<file path="src/rtl/odc_pkg.sv">
// odc_pkg: offsets, field positions, reset values, unlock keys and states for the oscillator control block
// assumes a plain register port with word offsets and a single 200 MHz clock
package odc_pkg;
    // ------------------------------------------------------------
    // register map
    // ------------------------------------------------------------
    localparam logic [7:0]  ODC_OFS_CTRL    = 8'h00;
    localparam logic [7:0]  ODC_OFS_UNLOCK  = 8'h04;
    // ------------------------------------------------------------
    // field positions of oscillator_control
    // ------------------------------------------------------------
    localparam int          ODC_PLL_LSB     = 27;
    localparam int          ODC_FRC_LSB     = 24;
    localparam int          ODC_SOSC_BIT    = 22;
    localparam int          ODC_PBRDY_BIT   = 21;
    localparam int          ODC_PB_LSB      = 19;
    // ------------------------------------------------------------
    // reset values and unlock keys
    // ------------------------------------------------------------
    localparam logic [2:0]  ODC_FRC_RST     = 3'h1;
    // key values are arbitrary
    localparam logic [31:0] ODC_KEY_FIRST   = 32'h1234_5678;
    localparam logic [31:0] ODC_KEY_SECOND  = 32'h8765_4321;
    // ------------------------------------------------------------
    // unlock sequence states
    // ------------------------------------------------------------
    typedef enum logic [2:0] {
        ODC_LOCKED   = 3'b001,
        ODC_KEY_SEEN = 3'b010,
        ODC_OPEN     = 3'b100
    } odc_lock_t;

    // three-bit power-of-two code to shift amount; the top code jumps to 256
    function automatic logic [3:0] odc_code_log(input logic [2:0] code);
        odc_code_log = (code == 3'h7) ? 4'h8 : {1'b0, code};
    endfunction : odc_code_log
endpackage : odc_pkg

</file>
<file path="src/rtl/odc_div_if.sv">
// odc_div_if: links the control top to one power-of-two divider
// assumes every signal is synchronous to mclk
`timescale 1ns/10ps
interface odc_div_if;
    logic       tick_in;
    logic [3:0] log2;
    logic       tick_out;
    logic       wrap;
    modport div (input tick_in, input log2, output tick_out, output wrap);
    modport ctl (output tick_in, output log2, input tick_out, input wrap);
endinterface : odc_div_if

</file>
<file path="src/rtl/odc_div.sv">
// odc_div: divides a one-cycle tick stream by 2**log2, log2 up to 8
// assumes ticks are single mclk cycles; a log2 change takes effect on the running count
`timescale 1ns/10ps
module odc_div
    import odc_pkg::*;
(
    // clock and reset
    input  wire logic mclk,
    input  wire logic sys_rst,
    // divider link
    odc_div_if.div    dv
);
    logic [7:0] cnt;
    logic [7:0] limit;

    assign limit   = 8'(({1'b0, 8'h01} << dv.log2) - 9'h001);
    // compare with >= so a shrinking ratio never strands the count above the limit
    assign dv.wrap = dv.tick_in && (cnt >= limit);

    always_ff @(posedge mclk) begin
        if (sys_rst) begin
            cnt <= 8'h00;
        end else if (dv.wrap) begin
            cnt <= 8'h00;
        end else if (dv.tick_in) begin
            cnt <= 8'(cnt + 8'h01);
        end
    end

    always_ff @(posedge mclk) begin
        if (sys_rst) begin
            dv.tick_out <= 1'b0;
        end else begin
            dv.tick_out <= dv.wrap;
        end
    end
endmodule : odc_div

</file>
<file path="src/rtl/odc_top.sv">
// odc_top: oscillator control register, unlock sequence and clock dividers
// assumes configuration bits are stable during reset and oscillator ticks are mclk-synchronous
`timescale 1ns/10ps
module odc_top
    import odc_pkg::*;
(
    // clock and reset
    input  wire logic        mclk,
    input  wire logic        sys_rst,
    // register port
    input  wire logic [7:0]  reg_addr,
    input  wire logic [31:0] reg_wdata,
    input  wire logic        reg_wr,
    input  wire logic        reg_rd,
    output logic      [31:0] reg_rdata,
    // configuration bits
    input  wire logic [2:0]  cfg_pll_output_divider,
    input  wire logic [1:0]  cfg_periph_clock_divisor,
    // oscillator sources
    input  wire logic        pll_tick,
    input  wire logic        fast_rc_tick,
    input  wire logic        secondary_osc_stable,
    // clock enables and the active peripheral divisor
    output logic             pll_clk_en,
    output logic             fast_rc_clk_en,
    output logic             peripheral_bus_clock_en,
    output logic      [1:0]  periph_divisor_active
);
    // ------------------------------------------------------------
    // register state
    // ------------------------------------------------------------
    logic [2:0] pll_output_divider;
    logic [2:0] fast_rc_divider;
    logic [1:0] periph_clock_divisor;
    logic       secondary_osc_ready;
    logic       periph_divisor_ready;
    odc_lock_t  lock_state;
    logic       wr_ctrl;
    logic       wr_unlock;
    logic       ctrl_ok;

    odc_div_if pll_if ();
    odc_div_if frc_if ();
    odc_div_if pb_if ();

    assign wr_ctrl   = reg_wr && (reg_addr == ODC_OFS_CTRL);
    assign wr_unlock = reg_wr && (reg_addr == ODC_OFS_UNLOCK);
    assign ctrl_ok   = wr_ctrl && (lock_state == ODC_OPEN);
    // a divisor change is pending until the divider wraps onto it
    assign periph_divisor_ready = (periph_clock_divisor == periph_divisor_active);

    // ------------------------------------------------------------
    // unlock sequence
    // ------------------------------------------------------------
    // any stray write breaks the sequence, so a runaway loop cannot unlock by chance
    always_ff @(posedge mclk) begin
        if (sys_rst) begin
            lock_state <= ODC_LOCKED;
        end else begin
            case (lock_state)
                ODC_LOCKED: begin
                    if (wr_unlock && reg_wdata == ODC_KEY_FIRST) begin
                        lock_state <= ODC_KEY_SEEN;
                    end
                end
                ODC_KEY_SEEN: begin
                    if (reg_wr) begin
                        lock_state <= (wr_unlock && reg_wdata == ODC_KEY_SECOND) ? ODC_OPEN : ODC_LOCKED;
                    end
                end
                ODC_OPEN: begin
                    if (wr_ctrl) begin
                        lock_state <= ODC_LOCKED;
                    end
                end
                default: begin
                    lock_state <= ODC_LOCKED;
                end
            endcase
        end
    end

    // ------------------------------------------------------------
    // control fields
    // ------------------------------------------------------------
    always_ff @(posedge mclk) begin
        if (sys_rst) begin
            pll_output_divider <= cfg_pll_output_divider;
            fast_rc_divider    <= ODC_FRC_RST;
        end else if (ctrl_ok) begin
            pll_output_divider <= reg_wdata[ODC_PLL_LSB +: 3];
            fast_rc_divider    <= reg_wdata[ODC_FRC_LSB +: 3];
        end
    end

    always_ff @(posedge mclk) begin
        if (sys_rst) begin
            periph_clock_divisor <= cfg_periph_clock_divisor;
        end else if (ctrl_ok && periph_divisor_ready) begin
            periph_clock_divisor <= reg_wdata[ODC_PB_LSB +: 2];
        end
    end

    always_ff @(posedge mclk) begin
        if (sys_rst) begin
            periph_divisor_active <= cfg_periph_clock_divisor;
        end else if (pb_if.wrap) begin
            periph_divisor_active <= periph_clock_divisor;
        end
    end

    always_ff @(posedge mclk) begin
        if (sys_rst) begin
            secondary_osc_ready <= 1'b0;
        end else begin
            secondary_osc_ready <= secondary_osc_stable;
        end
    end

    // ------------------------------------------------------------
    // read port
    // ------------------------------------------------------------
    always_ff @(posedge mclk) begin
        if (sys_rst) begin
            reg_rdata <= 32'h0000_0000;
        end else if (reg_rd) begin
            reg_rdata <= 32'h0000_0000;
            if (reg_addr == ODC_OFS_CTRL) begin
                reg_rdata[ODC_PLL_LSB +: 3]  <= pll_output_divider;
                reg_rdata[ODC_FRC_LSB +: 3]  <= fast_rc_divider;
                reg_rdata[ODC_SOSC_BIT]      <= secondary_osc_ready;
                reg_rdata[ODC_PBRDY_BIT]     <= periph_divisor_ready;
                reg_rdata[ODC_PB_LSB +: 2]   <= periph_clock_divisor;
            end else if (reg_addr == ODC_OFS_UNLOCK) begin
                reg_rdata[0] <= (lock_state == ODC_OPEN);
            end
        end
    end

    // ------------------------------------------------------------
    // dividers
    // ------------------------------------------------------------
    assign pll_if.tick_in = pll_tick;
    assign pll_if.log2    = odc_code_log(pll_output_divider);
    assign frc_if.tick_in = fast_rc_tick;
    assign frc_if.log2    = odc_code_log(fast_rc_divider);
    assign pb_if.tick_in  = 1'b1;
    assign pb_if.log2     = {2'b00, periph_divisor_active};

    odc_div u_pll_div (
        .mclk    (mclk),
        .sys_rst (sys_rst),
        .dv      (pll_if)
    );

    odc_div u_frc_div (
        .mclk    (mclk),
        .sys_rst (sys_rst),
        .dv      (frc_if)
    );

    odc_div u_pb_div (
        .mclk    (mclk),
        .sys_rst (sys_rst),
        .dv      (pb_if)
    );

    assign pll_clk_en              = pll_if.tick_out;
    assign fast_rc_clk_en          = frc_if.tick_out;
    assign peripheral_bus_clock_en = pb_if.tick_out;
endmodule : odc_top

</file>
<file path="config.mk">
export PLATFORM = sky130hd
export DESIGN_NAME = odc_top
export DESIGN_NICKNAME = d
export VERILOG_FILES = /design/src/rtl/odc_pkg.sv /design/src/rtl/odc_div_if.sv /design/src/rtl/odc_div.sv /design/src/rtl/odc_top.sv
export SDC_FILE = /design/constraint.sdc
export NUM_CORES = 1
export LEC_CHECK = 0
export BUFFER_PORTS_ARGS = -buffer_cell sky130_fd_sc_hd__buf_2
export CAP_MARGIN = 5
export CORE_MARGIN = 3
export CORE_UTILIZATION = 34
export DETAILED_ROUTE_END_ITERATION = 8
export GPL_TIMING_DRIVEN = 0
export SYNTH_ARGS = -nofsm -noshare
export SYNTH_HDL_FRONTEND = slang
export SYNTH_HIERARCHICAL = 1
export SYNTH_SLANG_ARGS = --single-unit
</file>
<file path="constraint.sdc">
create_clock -name mclk -period 9.5 [get_ports mclk]
set_clock_uncertainty 0.15 [all_clocks]
set_input_delay 1.425 -clock mclk [delete_from_list [all_inputs] [get_ports mclk]]
set_output_delay 1.425 -clock mclk [all_outputs]
set_load 0.05 [all_outputs]
</file>
==> metrics.txt, run 1 <==
fill count about 1000; largest net degree at the start of global routing 16; Worst Path Class, Setup flop to flop; Pleak roughly 1.8 nW; setup bufs post-CTS 0; Layout Cells excl Fill between 600 and 700; Startpoint Class flop; Final Util 0.4278; wire length per cell between 10 and 15 microns; Slew Limit Fails 0; Hold Fails Final Rpt 0; DRT antenna net count 0; Port Buffer Count 65; DRC 0; vias per std cell 4.653; Post-CTS Resized 0; worst endpoint data arrival time ~3500 ps; Initial DRC Count 42; Yosys cell types 50; vias in the first global route 2782; #FFs+latches synth between 50 and 60; gpl congestion 0.7484; peak supply drop between 0.05 and 0.06 mV; DR vias ~2900; # hold bufs at CTS 0; Worst-Skew Late Latency roughly 310 ps; Worst-Margin Slew a little over 700 ps; fin crit period around 3400 ps; commonest non-fill, non-tap cell in the layout buf_2; Ant. Diodes 0; Worst R2R End u_pll_div/dv.tick_out$_SDFF_PP0_; Final Setup Violations 0; htree depth 2; layout cells sized above 1 0.2979; Worst R2R Start pll_output_divider[0]$_DFFE_PP_; Worst Hold Path Cells 2; worst min-delay path class flop to flop; Synth Cell Area between 0.003 and 0.004 sq mm; clk slew on worst S/H paths around 90 ps; Placed Cells 605; status finished clean; CTS tree done; area delta synth->final 19.57%; multi-input combinational cell area roughly 0.0023 sq mm; fin crit share 0.3607; Max-Cap Viols 0; Root Driver clkbuf_8; CP required 9540 ps; DP HPWL approximately 6.0 mm; Max Fclk ~0.29 GHz; CTS Sinks 52; number of flops mapped to enable cells by yosys 7; Routed WL around 7.4 mm; pwr dens 112.4 mW/mm^2; GRT overflow 0; Ys Warns 6; Post-synth ARST share 0; Worst Path Max Fanout 9; Reg area ~0.0011 sq mm; FF-to-FF setup slack approximately 6100 ps; core box area between 0.01 and 0.015 sq mm; WHS Endpoint reg_rdata[22]$_SDFFE_PP0P_; RSZ-0062 raised after global routing no; die area around 0.012 sq mm; first-pass GRT wire length approximately 13 mm; IO Count 89; die width 108.8 microns; Die Ht 108.8 microns; worst rel slew slack 0.5228; Setup TNS Final 0 ps; total CTS buffers 5; First-pass DRT Iterations 4; Hold Path Origin secondary_osc_ready$_SDFF_PP0_; Critical Path End Type flop; worst hold slack about 320 ps; worst-case reg-to-reg path depth 12; Mapped Cells 373; initial antenna violation count 0; initial core utilization 0.3577; Final nets 561; syn avg cell area around 9.6 sq um; top_reg_cell synth dfxtp_1; # rows 36; register area share after synthesis 0.3092; worst-case clock buffer depth 2; commonest non-fill, non-tap cells in the layout buf_2 (65), dfxtp_1 (45), conb_1 (36); Global Route Usage Sum 0.1332
-- cells in the mapped netlist, types with 2 or more instances --
master	instances	area, sq um
a21boi_0	2	15.01
ha_1	30	375.4
o21a_1	6	45.04
nor2b_1	11	68.82
mux2i_1	5	50.05
nand2_1	23	86.33
dfxtp_1	45	900.9
nand2b_1	16	100.1
inv_1	14	52.55
o2111ai_2	3	45.04
nor4_1	4	25.02
and3_1	3	18.77
conb_1	2	7.510
nor2_1	16	60.06
a2111oi_4	3	82.58
nor4b_1	6	52.55
xor2_1	9	78.83
a21o_1	6	45.04
and3_4	3	33.78
a221oi_2	3	45.04
o22ai_4	3	60.06
nand2b_4	3	41.29
xnor2_1	17	148.9
clkbuf_1	6	22.52
a21oi_1	15	75.07
edfxtp_1	7	210.2
buf_1	3	11.26
nor3_2	24	240.2
nor3_1	11	55.05
nand3_1	12	60.06
o21ai_0	8	40.04
mux2_2	3	33.78
buf_4	24	180.2
nand4_1	9	56.30
a32oi_1	3	26.28
-- power breakdown --
group / switching (mW) / leakage [nW] / internal (mW)
sequential: 0.00673 / 0.433 / 0.229
combinational: 0.0696 / 1.36 / 0.0529
clock: 0.0730 / 0.0388 / 0.0513
-- worst max-delay path, cell delays in order, from the launching register on --
cell	delay [ps]
edfxtp_1	430
a21boi_0	600
nor3_1	170
nand2b_1	140
ha_1	240
nor3_1	60
a21o_1	160
a32oi_1	190
ha_1	270
and3_4	200
a221oi_2	340
o22ai_4	180
nor2b_1	170
-- how the worst max path moves through the flow --
| stage | start | endpoint | slack [ps] | depth (start not counted) |
|---|---|---|---|---|
| global route | pll_output_divider[0]$_DFFE_PP_ | u_pll_div/dv.tick_out$_SDFF_PP0_ | 5800 | 12 |
| global placement | reg_wdata[11] | lock_state[0]$_SDFFE_PP1P_ | 6010 | 6 |
| finish | pll_output_divider[0]$_DFFE_PP_ | u_pll_div/dv.tick_out$_SDFF_PP0_ | 6070 | 12 |
| CTS | pll_output_divider[0]$_DFFE_PP_ | u_pll_div/dv.tick_out$_SDFF_PP0_ | 6070 | 12 |
| floorplan | reg_addr[5] | lock_state[0]$_SDFFE_PP1P_ | 6390 | 5 |
| detailed placement | reg_wdata[11] | lock_state[0]$_SDFFE_PP1P_ | 5990 | 6 |
-- stage by stage --
step | cell area, sq um | power [mW] | setup WS (ps)
2_1_floorplan | 3721 | 0.3388 | 6392
3_3_place_gp | 4213 | 0.3614 | 6008
3_5_place_dp | 4213 | 0.3645 | 5985
4_1_cts | 4297 | 0.4908 | 6067
5_1_grt | 4297 | 0.5144 | 5796
6_report | 4297 | 0.4830 | 6074
-- flip-flops by register name, summed over array words and instances (netlist names) --
name,flops
reg_rdata,11
u_pb_div/dv.tick_out,1
lock_state,3
u_pb_div/cnt,8
pll_output_divider,3
u_frc_div/cnt,8
u_pll_div/dv.tick_out,1
fast_rc_divider,3
periph_clock_divisor,2
periph_divisor_active,2
u_frc_div/dv.tick_out,1
secondary_osc_ready,1
u_pll_div/cnt,8
-- routing by layer --
metal	wire, microns	track usage
met1	3565	0.1771
met2	3339	0.2154
met3	341	0.02250
met4	113	0.05140
met5	0	0
-- final cells by class --
cell class | count | share of cell area
inverter | 14 | 0.01223
multi-input combinational | 308 | 0.5454
timing repair buffer | 65 | 0.07571
clock buffer | 6 | 0.01689
buffer | 33 | 0.04980
clock inverter | 2 | 0.002621
tap | 133 | 0.03873
sequential | 52 | 0.2586
-- kinds of logic (layout without fill, tap and decap cells) --
family	after synthesis	in the layout	share of synthesized area
buffers and inverters	47	120	0.07416
xor gates and xnor gates	26	26	0.06337
and+or+nand+nor	151	151	0.2789
DFF	52	52	0.3092
muxes	8	8	0.02333
other	2	36	0.002090
AOI/OAI and AO/OA	57	57	0.1445
adders and majority gates	30	30	0.1045
Power figures use the tool's default switching activity.
==> run 2: changes to the inputs <==
- clock period: 9.5 -> 2.8 ns (I/O delays scaled with it)
==> metrics.txt, run 2 (synthesized netlist as in run 1, its figures left out) <==
Max-Cap Viols 0 (unchanged); most used cell, CP and3_4; CTS Sinks 52 (unchanged); die area 0.01184 sq mm (unchanged); wire length per cell 12.89 microns (+7.4%); CTS tree done; GRT overflow 0 (unchanged); total CTS buffers 5 (unchanged); Worst Path Class, Setup flop to flop; failing checks setup timing; die width 108.8 microns (unchanged); worst-case clock buffer depth 2 (unchanged); clk slew on worst S/H paths 110 ps (+20 ps); Final Setup Violations 18 (+18); vias per std cell 4.749 (+2.1%); Sw Share 0.3285 (+0.01939); switching power 0.5791 mW (+290%); Setup TNS Final -2484 ps (-2484 ps); Pleak 1.988 nW (+8.5%); Startpoint Class flop; initial core utilization 0.3577 (unchanged); Comb power frac 0.280 (+0.026); CP Cell Sequence and3_4 > nor3_4 > nand2_1 > ha_2 > nor3_1 > a21o_1 > a32oi_1 > ha_1 > and3_4 > a221oi_4 > buf_4 > o22ai_4 > nor3_2; Routed WL 8.227 mm (+12%); Worst Path Max Fanout 4 (-5); pwr dens 370.8 mW/mm^2 (+230%); DRT antenna net count 0 (unchanged); DR vias 3030 (+6.2%); worst rel slew slack 0.5622 (+0.03932); Root Driver clkbuf_8; IO Count 89 (unchanged); core box area 0.01004 sq mm (unchanged); fin crit share 1.085 (+0.7246); number of flip-flops in the largest register 11 (unchanged); fin crit period 3039 ps (-387.5 ps); Port Buffer Count 65 (unchanged); # rows 36 (unchanged); Worst-Skew Late Latency 310 ps (about the same); clock power share 0.266 (+0.009); Worst-Margin Slew 656.8 ps (-52.61 ps); Slew Limit Fails 0 (unchanged); DRC 0 (unchanged); Global Route Usage Sum 0.1407 (+0.007510); Buf/Inv on CP 1 (+1); First-pass DRT Iterations 4 (unchanged); commonest non-fill, non-tap cells in the layout buf_2 (65), buf_4 (46), dfxtp_1 (42); vias in the first global route 2824 (+1.5%); sequential power share 0.454 (-0.035); # hold bufs at CTS 0 (unchanged); worst endpoint data arrival time 3140 ps (-320 ps); htree depth 2 (unchanged); peak supply drop 0.2041 mV (+250%); Initial DRC Count 80 (+90%); Place WS -367.2 ps (-6353 ps); Ant. Diodes 0 (unchanged); worst min-delay path class input pin to flop; layout cells sized above 1 0.3861 (+0.08822); CP peak stage delay 470 ps (-130 ps); CP required 2900 ps (-6640 ps); Hold Fails Final Rpt 0 (unchanged); Largest Register reg_rdata; Critical Path End Type flop; largest net degree at the start of global routing 19 (+3); Final nets 586 (+4.5%); fill count 966 (-6.2%); gpl congestion 0.7925 (+5.9%); Die Ht 108.8 microns (unchanged); area delta synth->final 32.28%; RSZ-0062 raised after global routing yes; DP HPWL 6.325 mm (+5.6%); first-pass GRT wire length 13.44 mm (+6.3%); Final Total Pwr 1.763 mW (+260%); Max Fclk 0.3291 GHz (+13%); status finished, violations left; cell family with most CP delay simple AND/OR/NAND/NOR gates; commonest non-fill, non-tap cell in the layout buf_2; Final WS setup -238.9 ps (-6313 ps); initial antenna violation count 0 (unchanged); CP max-delay cell edfxtp_1; Cell Int Power 1.184 mW (+250%)
## run 2: changes by cell type in the layout (fill, tap and decap cells not counted), moves of 3 or more
cell / before / now
a221oi_4: 0 / 3
nor3_4: 0 / 4
nand2b_4: 3 / 6
nand2b_1: 16 / 13
ha_1: 30 / 27
dfxtp_1: 45 / 42
nor2b_4: 0 / 5
nor2b_1: 11 / 6
nor3_1: 11 / 7
buf_4: 24 / 46
a221oi_2: 3 / 0
## run 2: power by group through the flow
stage	Clock (mW)	Combinational (mW)	Sequential, mW
finish	0.469	0.493	0.801
detailed placement	0	0.437	0.821
CTS	0.490	0.489	0.800
global route	0.516	0.539	0.804
floorplan	0	0.338	0.828
global placement	0	0.425	0.821
## run 2: path summary, 6_finish.rpt
check	from	end	slack, ps	cells past startpoint
worst max-delay path	pll_output_divider[1]$_DFFE_PP_	u_pll_div/cnt[1]$_SDFFE_PP0P_	-240	13
worst min-delay path	secondary_osc_stable	secondary_osc_ready$_SDFF_PP0_	190	2
worst max register to register	pll_output_divider[1]$_DFFE_PP_	u_pll_div/cnt[1]$_SDFFE_PP0P_	-240	13
worst min register to register	secondary_osc_ready$_SDFF_PP0_	reg_rdata[22]$_SDFFE_PP0P_	330	2
## run 2: layout make-up
cell class / count / area [sq um] / share of cell area
buffer: 33 / 214.0 / 0.04501
clock buffer: 5 / 68.82 / 0.01448
clock inverter: 3 / 25.02 / 0.005265
inverter: 14 / 52.55 / 0.01106
multi-input combinational: 310 / 2605 / 0.5480
sequential: 52 / 1120 / 0.2356
tap: 133 / 166.4 / 0.03501
timing repair buffer: 88 / 501.7 / 0.1056
## run 2: per-stage QoR
| stage | util | cell area [sq um] | instances | hold WS (ps) |
|---|---|---|---|---|
| 6_report | 0.4732 | 4753 | 638 | 191.1 |
| 5_1_grt | 0.4732 | 4753 | 638 | 178.0 |
| 4_1_cts | 0.4643 | 4663 | 633 | 181.4 |
| 3_5_place_dp | 0.4317 | 4337 | 605 | 313.0 |
| 3_3_place_gp | 0.4317 | 4337 | 605 | 307.1 |
| 2_1_floorplan | - | 3845 | 407 | 300.0 |
## run 2: repair_timing
action                                  in CTS  in global routing
buffers inserted                            18                  5
cloned                                       2                  0
endpoints found under the setup margin      26                 24
resized for setup                           12                  9
pin swaps                                   23                 13
## run 2: routing by layer
layer,wire length (microns),GRT usage,vias up
li1,-,-,1561
met1,3764,0.1876,1401
met2,4018,0.2348,61
met3,348,0.02487,7
met4,96,0.03697,0
met5,0,0,-
==> run 3: changes to the inputs <==
- SLEW_MARGIN: default -> 15
- SYNTH_HIERARCHICAL: 1 -> default
==> metrics.txt, run 3 <==
status finished clean; Yosys cell types 51 (+2.0%); CP Cell Sequence or2_2 > ha_1 > ha_1 > a21o_1 > a2111oi_4 > o21ai_2; Synth top area share 0.2996 (+0.04893); most used cell, CP ha_1; top-count cell post-synth dfxtp_1; Final nets 507 (-13%); Synth area leader dfxtp_1; post-synthesis mux area share 0.02788 (+0.004553); CP required 2680 ps (-220 ps); number of flops mapped to enable cells by yosys 7 (unchanged); Slew Limit Fails 0 (unchanged); worst min-delay path class input pin to flop; Mapped Cells 339 (-9.1%); worst-case clock buffer depth 2 (unchanged); largest net degree at the start of global routing 17 (-2); fill count 856 (-11%); xor-xnor portion of the synthesized cell area 0.06700 (+0.003629); Routed WL 6.568 mm (-20%); Buf/Inv on CP 0 (-1); #FFs+latches synth 52 (unchanged); Worst R2R End periph_divisor_active[1]$_DFFE_PP_; First-pass DRT Iterations 4 (unchanged); Worst Path Class, Setup flop to flop; initial core utilization 0.3587 (+0.0009625); Hold Path Origin secondary_osc_stable; Die Ht 100.0 microns (-8.1%); Worst-Margin Slew 654.5 ps (-2.281 ps); Global Route Usage Sum 0.1346 (-0.006066); largest family of logic cells by synthesized area simple AND/OR/NAND/NOR gates; CTS Sinks 52 (unchanged); peak supply drop 0.2367 mV (+16%); Worst Path Max Fanout 9 (+5); Post-synth ARST share 0 (unchanged); Placed Cells 528 (-13%); Worst Hold Path Cells 2 (unchanged); CP startpoint periph_divisor_active[0]$_DFFE_PP_; vias in the first global route 2342 (-17%); Layout Cells excl Fill 536 (-16%); syn avg cell area 8.869 sq um (-7.9%); Post-CTS Resized 0 (-12); Global Route met3 Usage 0.02571 (+0.0008455); Initial DRC Count 75 (-6.3%); Max-Cap Viols 0 (unchanged); Synth Cell Area 0.003007 sq mm (-16%); die width 100.0 microns (-8.1%); FF-to-FF setup slack 220 ps (+460 ps); initial antenna violation count 0 (unchanged); Critical Path End Type flop; DR vias 2519 (-17%); Synth Area in Compound Gates 0.09114 (-0.05336); die area 0.01001 sq mm (-15%); Largest Register reg_rdata; Ant. Diodes 0 (unchanged); setup bufs post-CTS 0 (-18); GRT overflow 0 (unchanged); Worst R2R Start periph_divisor_active[0]$_DFFE_PP_; number of flip-flops in the largest register 11 (unchanged); commonest non-fill, non-tap cell in the layout buf_2; simple-gate portion of the synthesized area 0.2555 (-0.02339); Startpoint Class flop; DRC 0 (unchanged); DRT antenna net count 0 (unchanged); vias per std cell 4.700 (-1.0%); fin crit period 2583 ps (-456.2 ps); worst rel slew slack 0.5607 (-0.001407); Pleak 1.607 nW (-19%); Port Buffer Count 64 (-1.5%); htree depth 2 (unchanged); cell family with most CP delay compound AO/OA/AOI/OAI gates; # hold bufs at CTS 0 (unchanged); Final Setup Violations 0 (-18); Setup TNS Final 0 ps (+2484 ps); DP HPWL 5.295 mm (-16%); layout cells sized above 1 0.2483 (-0.1379); Ys Warns 0 (-6); clk slew on worst S/H paths 100 ps (about the same); M1 GR Usage 0.1885 (+0.0008543); met2 Usage GRT 0.2140 (-0.02082); core box area 0.008382 sq mm (-17%); area delta synth->final 20.43%; commonest non-fill, non-tap cells in the layout buf_2 (64), dfxtp_1 (45), nor2_1 (32); IO Count 89 (unchanged); worst endpoint data arrival time 2460 ps (-680 ps); first-pass GRT wire length 10.96 mm (-18%); # rows 33 (-8.3%); top cells by count, synth dfxtp_1 (45), nor2_1 (32), ha_1 (25), nand2_1 (24), buf_4 (22); Max Fclk 0.3872 GHz (+18%); Worst-Skew Late Latency 300 ps (about the same); wire length per cell 12.25 microns (-5.0%); pwr dens 451.8 mW/mm^2 (+22%); fin crit share 0.9224 (-0.1629); total CTS buffers 5 (unchanged); worst-case reg-to-reg path depth 6 (-7); top post-synthesis cells by area dfxtp_1 (30%), ha_1 (10%), edfxtp_1 (7.0%); CP peak stage delay 480 ps (about the same); register area share after synthesis 0.3695 (+0.06035); Root Driver clkbuf_8; RSZ-0062 raised after global routing no; Final Total Pwr 1.636 mW (-7.2%); gpl congestion 0.7395 (-6.7%); WHS Endpoint secondary_osc_ready$_SDFF_PP0_; CTS tree done; GRT busiest layer met2; top_reg_cell synth dfxtp_1; Hold Fails Final Rpt 0 (unchanged); Synth Area in Adders 0.1040 (-0.0004202); CP max-delay cell edfxtp_1
==> run 3: power breakdown <==
part | internal [mW] | leakage [nW] | switching (mW)
registers | 0.791 | 0.433 | 0.0333
logic | 0.160 | 1.14 | 0.226
clock network | 0.173 | 0.0378 | 0.252
==> run 3: cell families after synthesis <==
family          count (synthesis)
other cells                     2
flops                          52
xor+xnor                       23
mux                             8
fa+ha+maj                      25
buf+inv                        44
simple gates                  141
compound gates                 44
==> run 3: how the worst max path moves through the flow <==
stage,endpoint,slack [ps],cells after the start
after floorplan,periph_divisor_active[0]$_DFFE_PP_,140,6
after global placement,periph_divisor_active[1]$_DFFE_PP_,240,6
after detailed placement,periph_divisor_active[0]$_DFFE_PP_,220,6
after CTS,periph_divisor_active[1]$_DFFE_PP_,190,6
after global routing,u_frc_div.cnt[3]$_SDFFE_PP0P_,80,8
final,periph_divisor_active[1]$_DFFE_PP_,220,6
==> run 3: cell type report <==
cell class / instances / area, sq um / share of cell area
multi-input cells: 263 / 1723 / 0.4758
flip-flops and latches: 52 / 1111 / 0.3068
repair buffers: 64 / 320.3 / 0.08846
plain buffers: 33 / 206.4 / 0.05701
well taps: 105 / 131.4 / 0.03628
clock buffers: 5 / 68.82 / 0.01900
inverters: 11 / 41.29 / 0.01140
clock inverters: 3 / 18.77 / 0.005183
==> run 3: metal layers <==
| metal | part of all wire | up-vias |
|---|---|---|
| met2 | 0.46 | 68 |
| met3 | 0.055 | 5 |
| met5 | 0 | - |
| li1 | - | 1314 |
| met4 | 0.011 | 0 |
| met1 | 0.47 | 1132 |
==> run 3: per-stage QoR <==
step / hold slack, ps / area [sq um] / util / setup WS (ps)
6_report: 182.5 / 3621 / 0.4320 / 217.3
5_1_grt: 199.1 / 3621 / 0.4320 / 80.76
4_1_cts: 180.1 / 3621 / 0.4320 / 194.4
3_5_place_dp: 308.2 / 3533 / 0.4216 / 217.0
3_3_place_gp: 295.2 / 3533 / 0.4216 / 235.8
2_1_floorplan: 279.7 / 3082 / - / 141.4
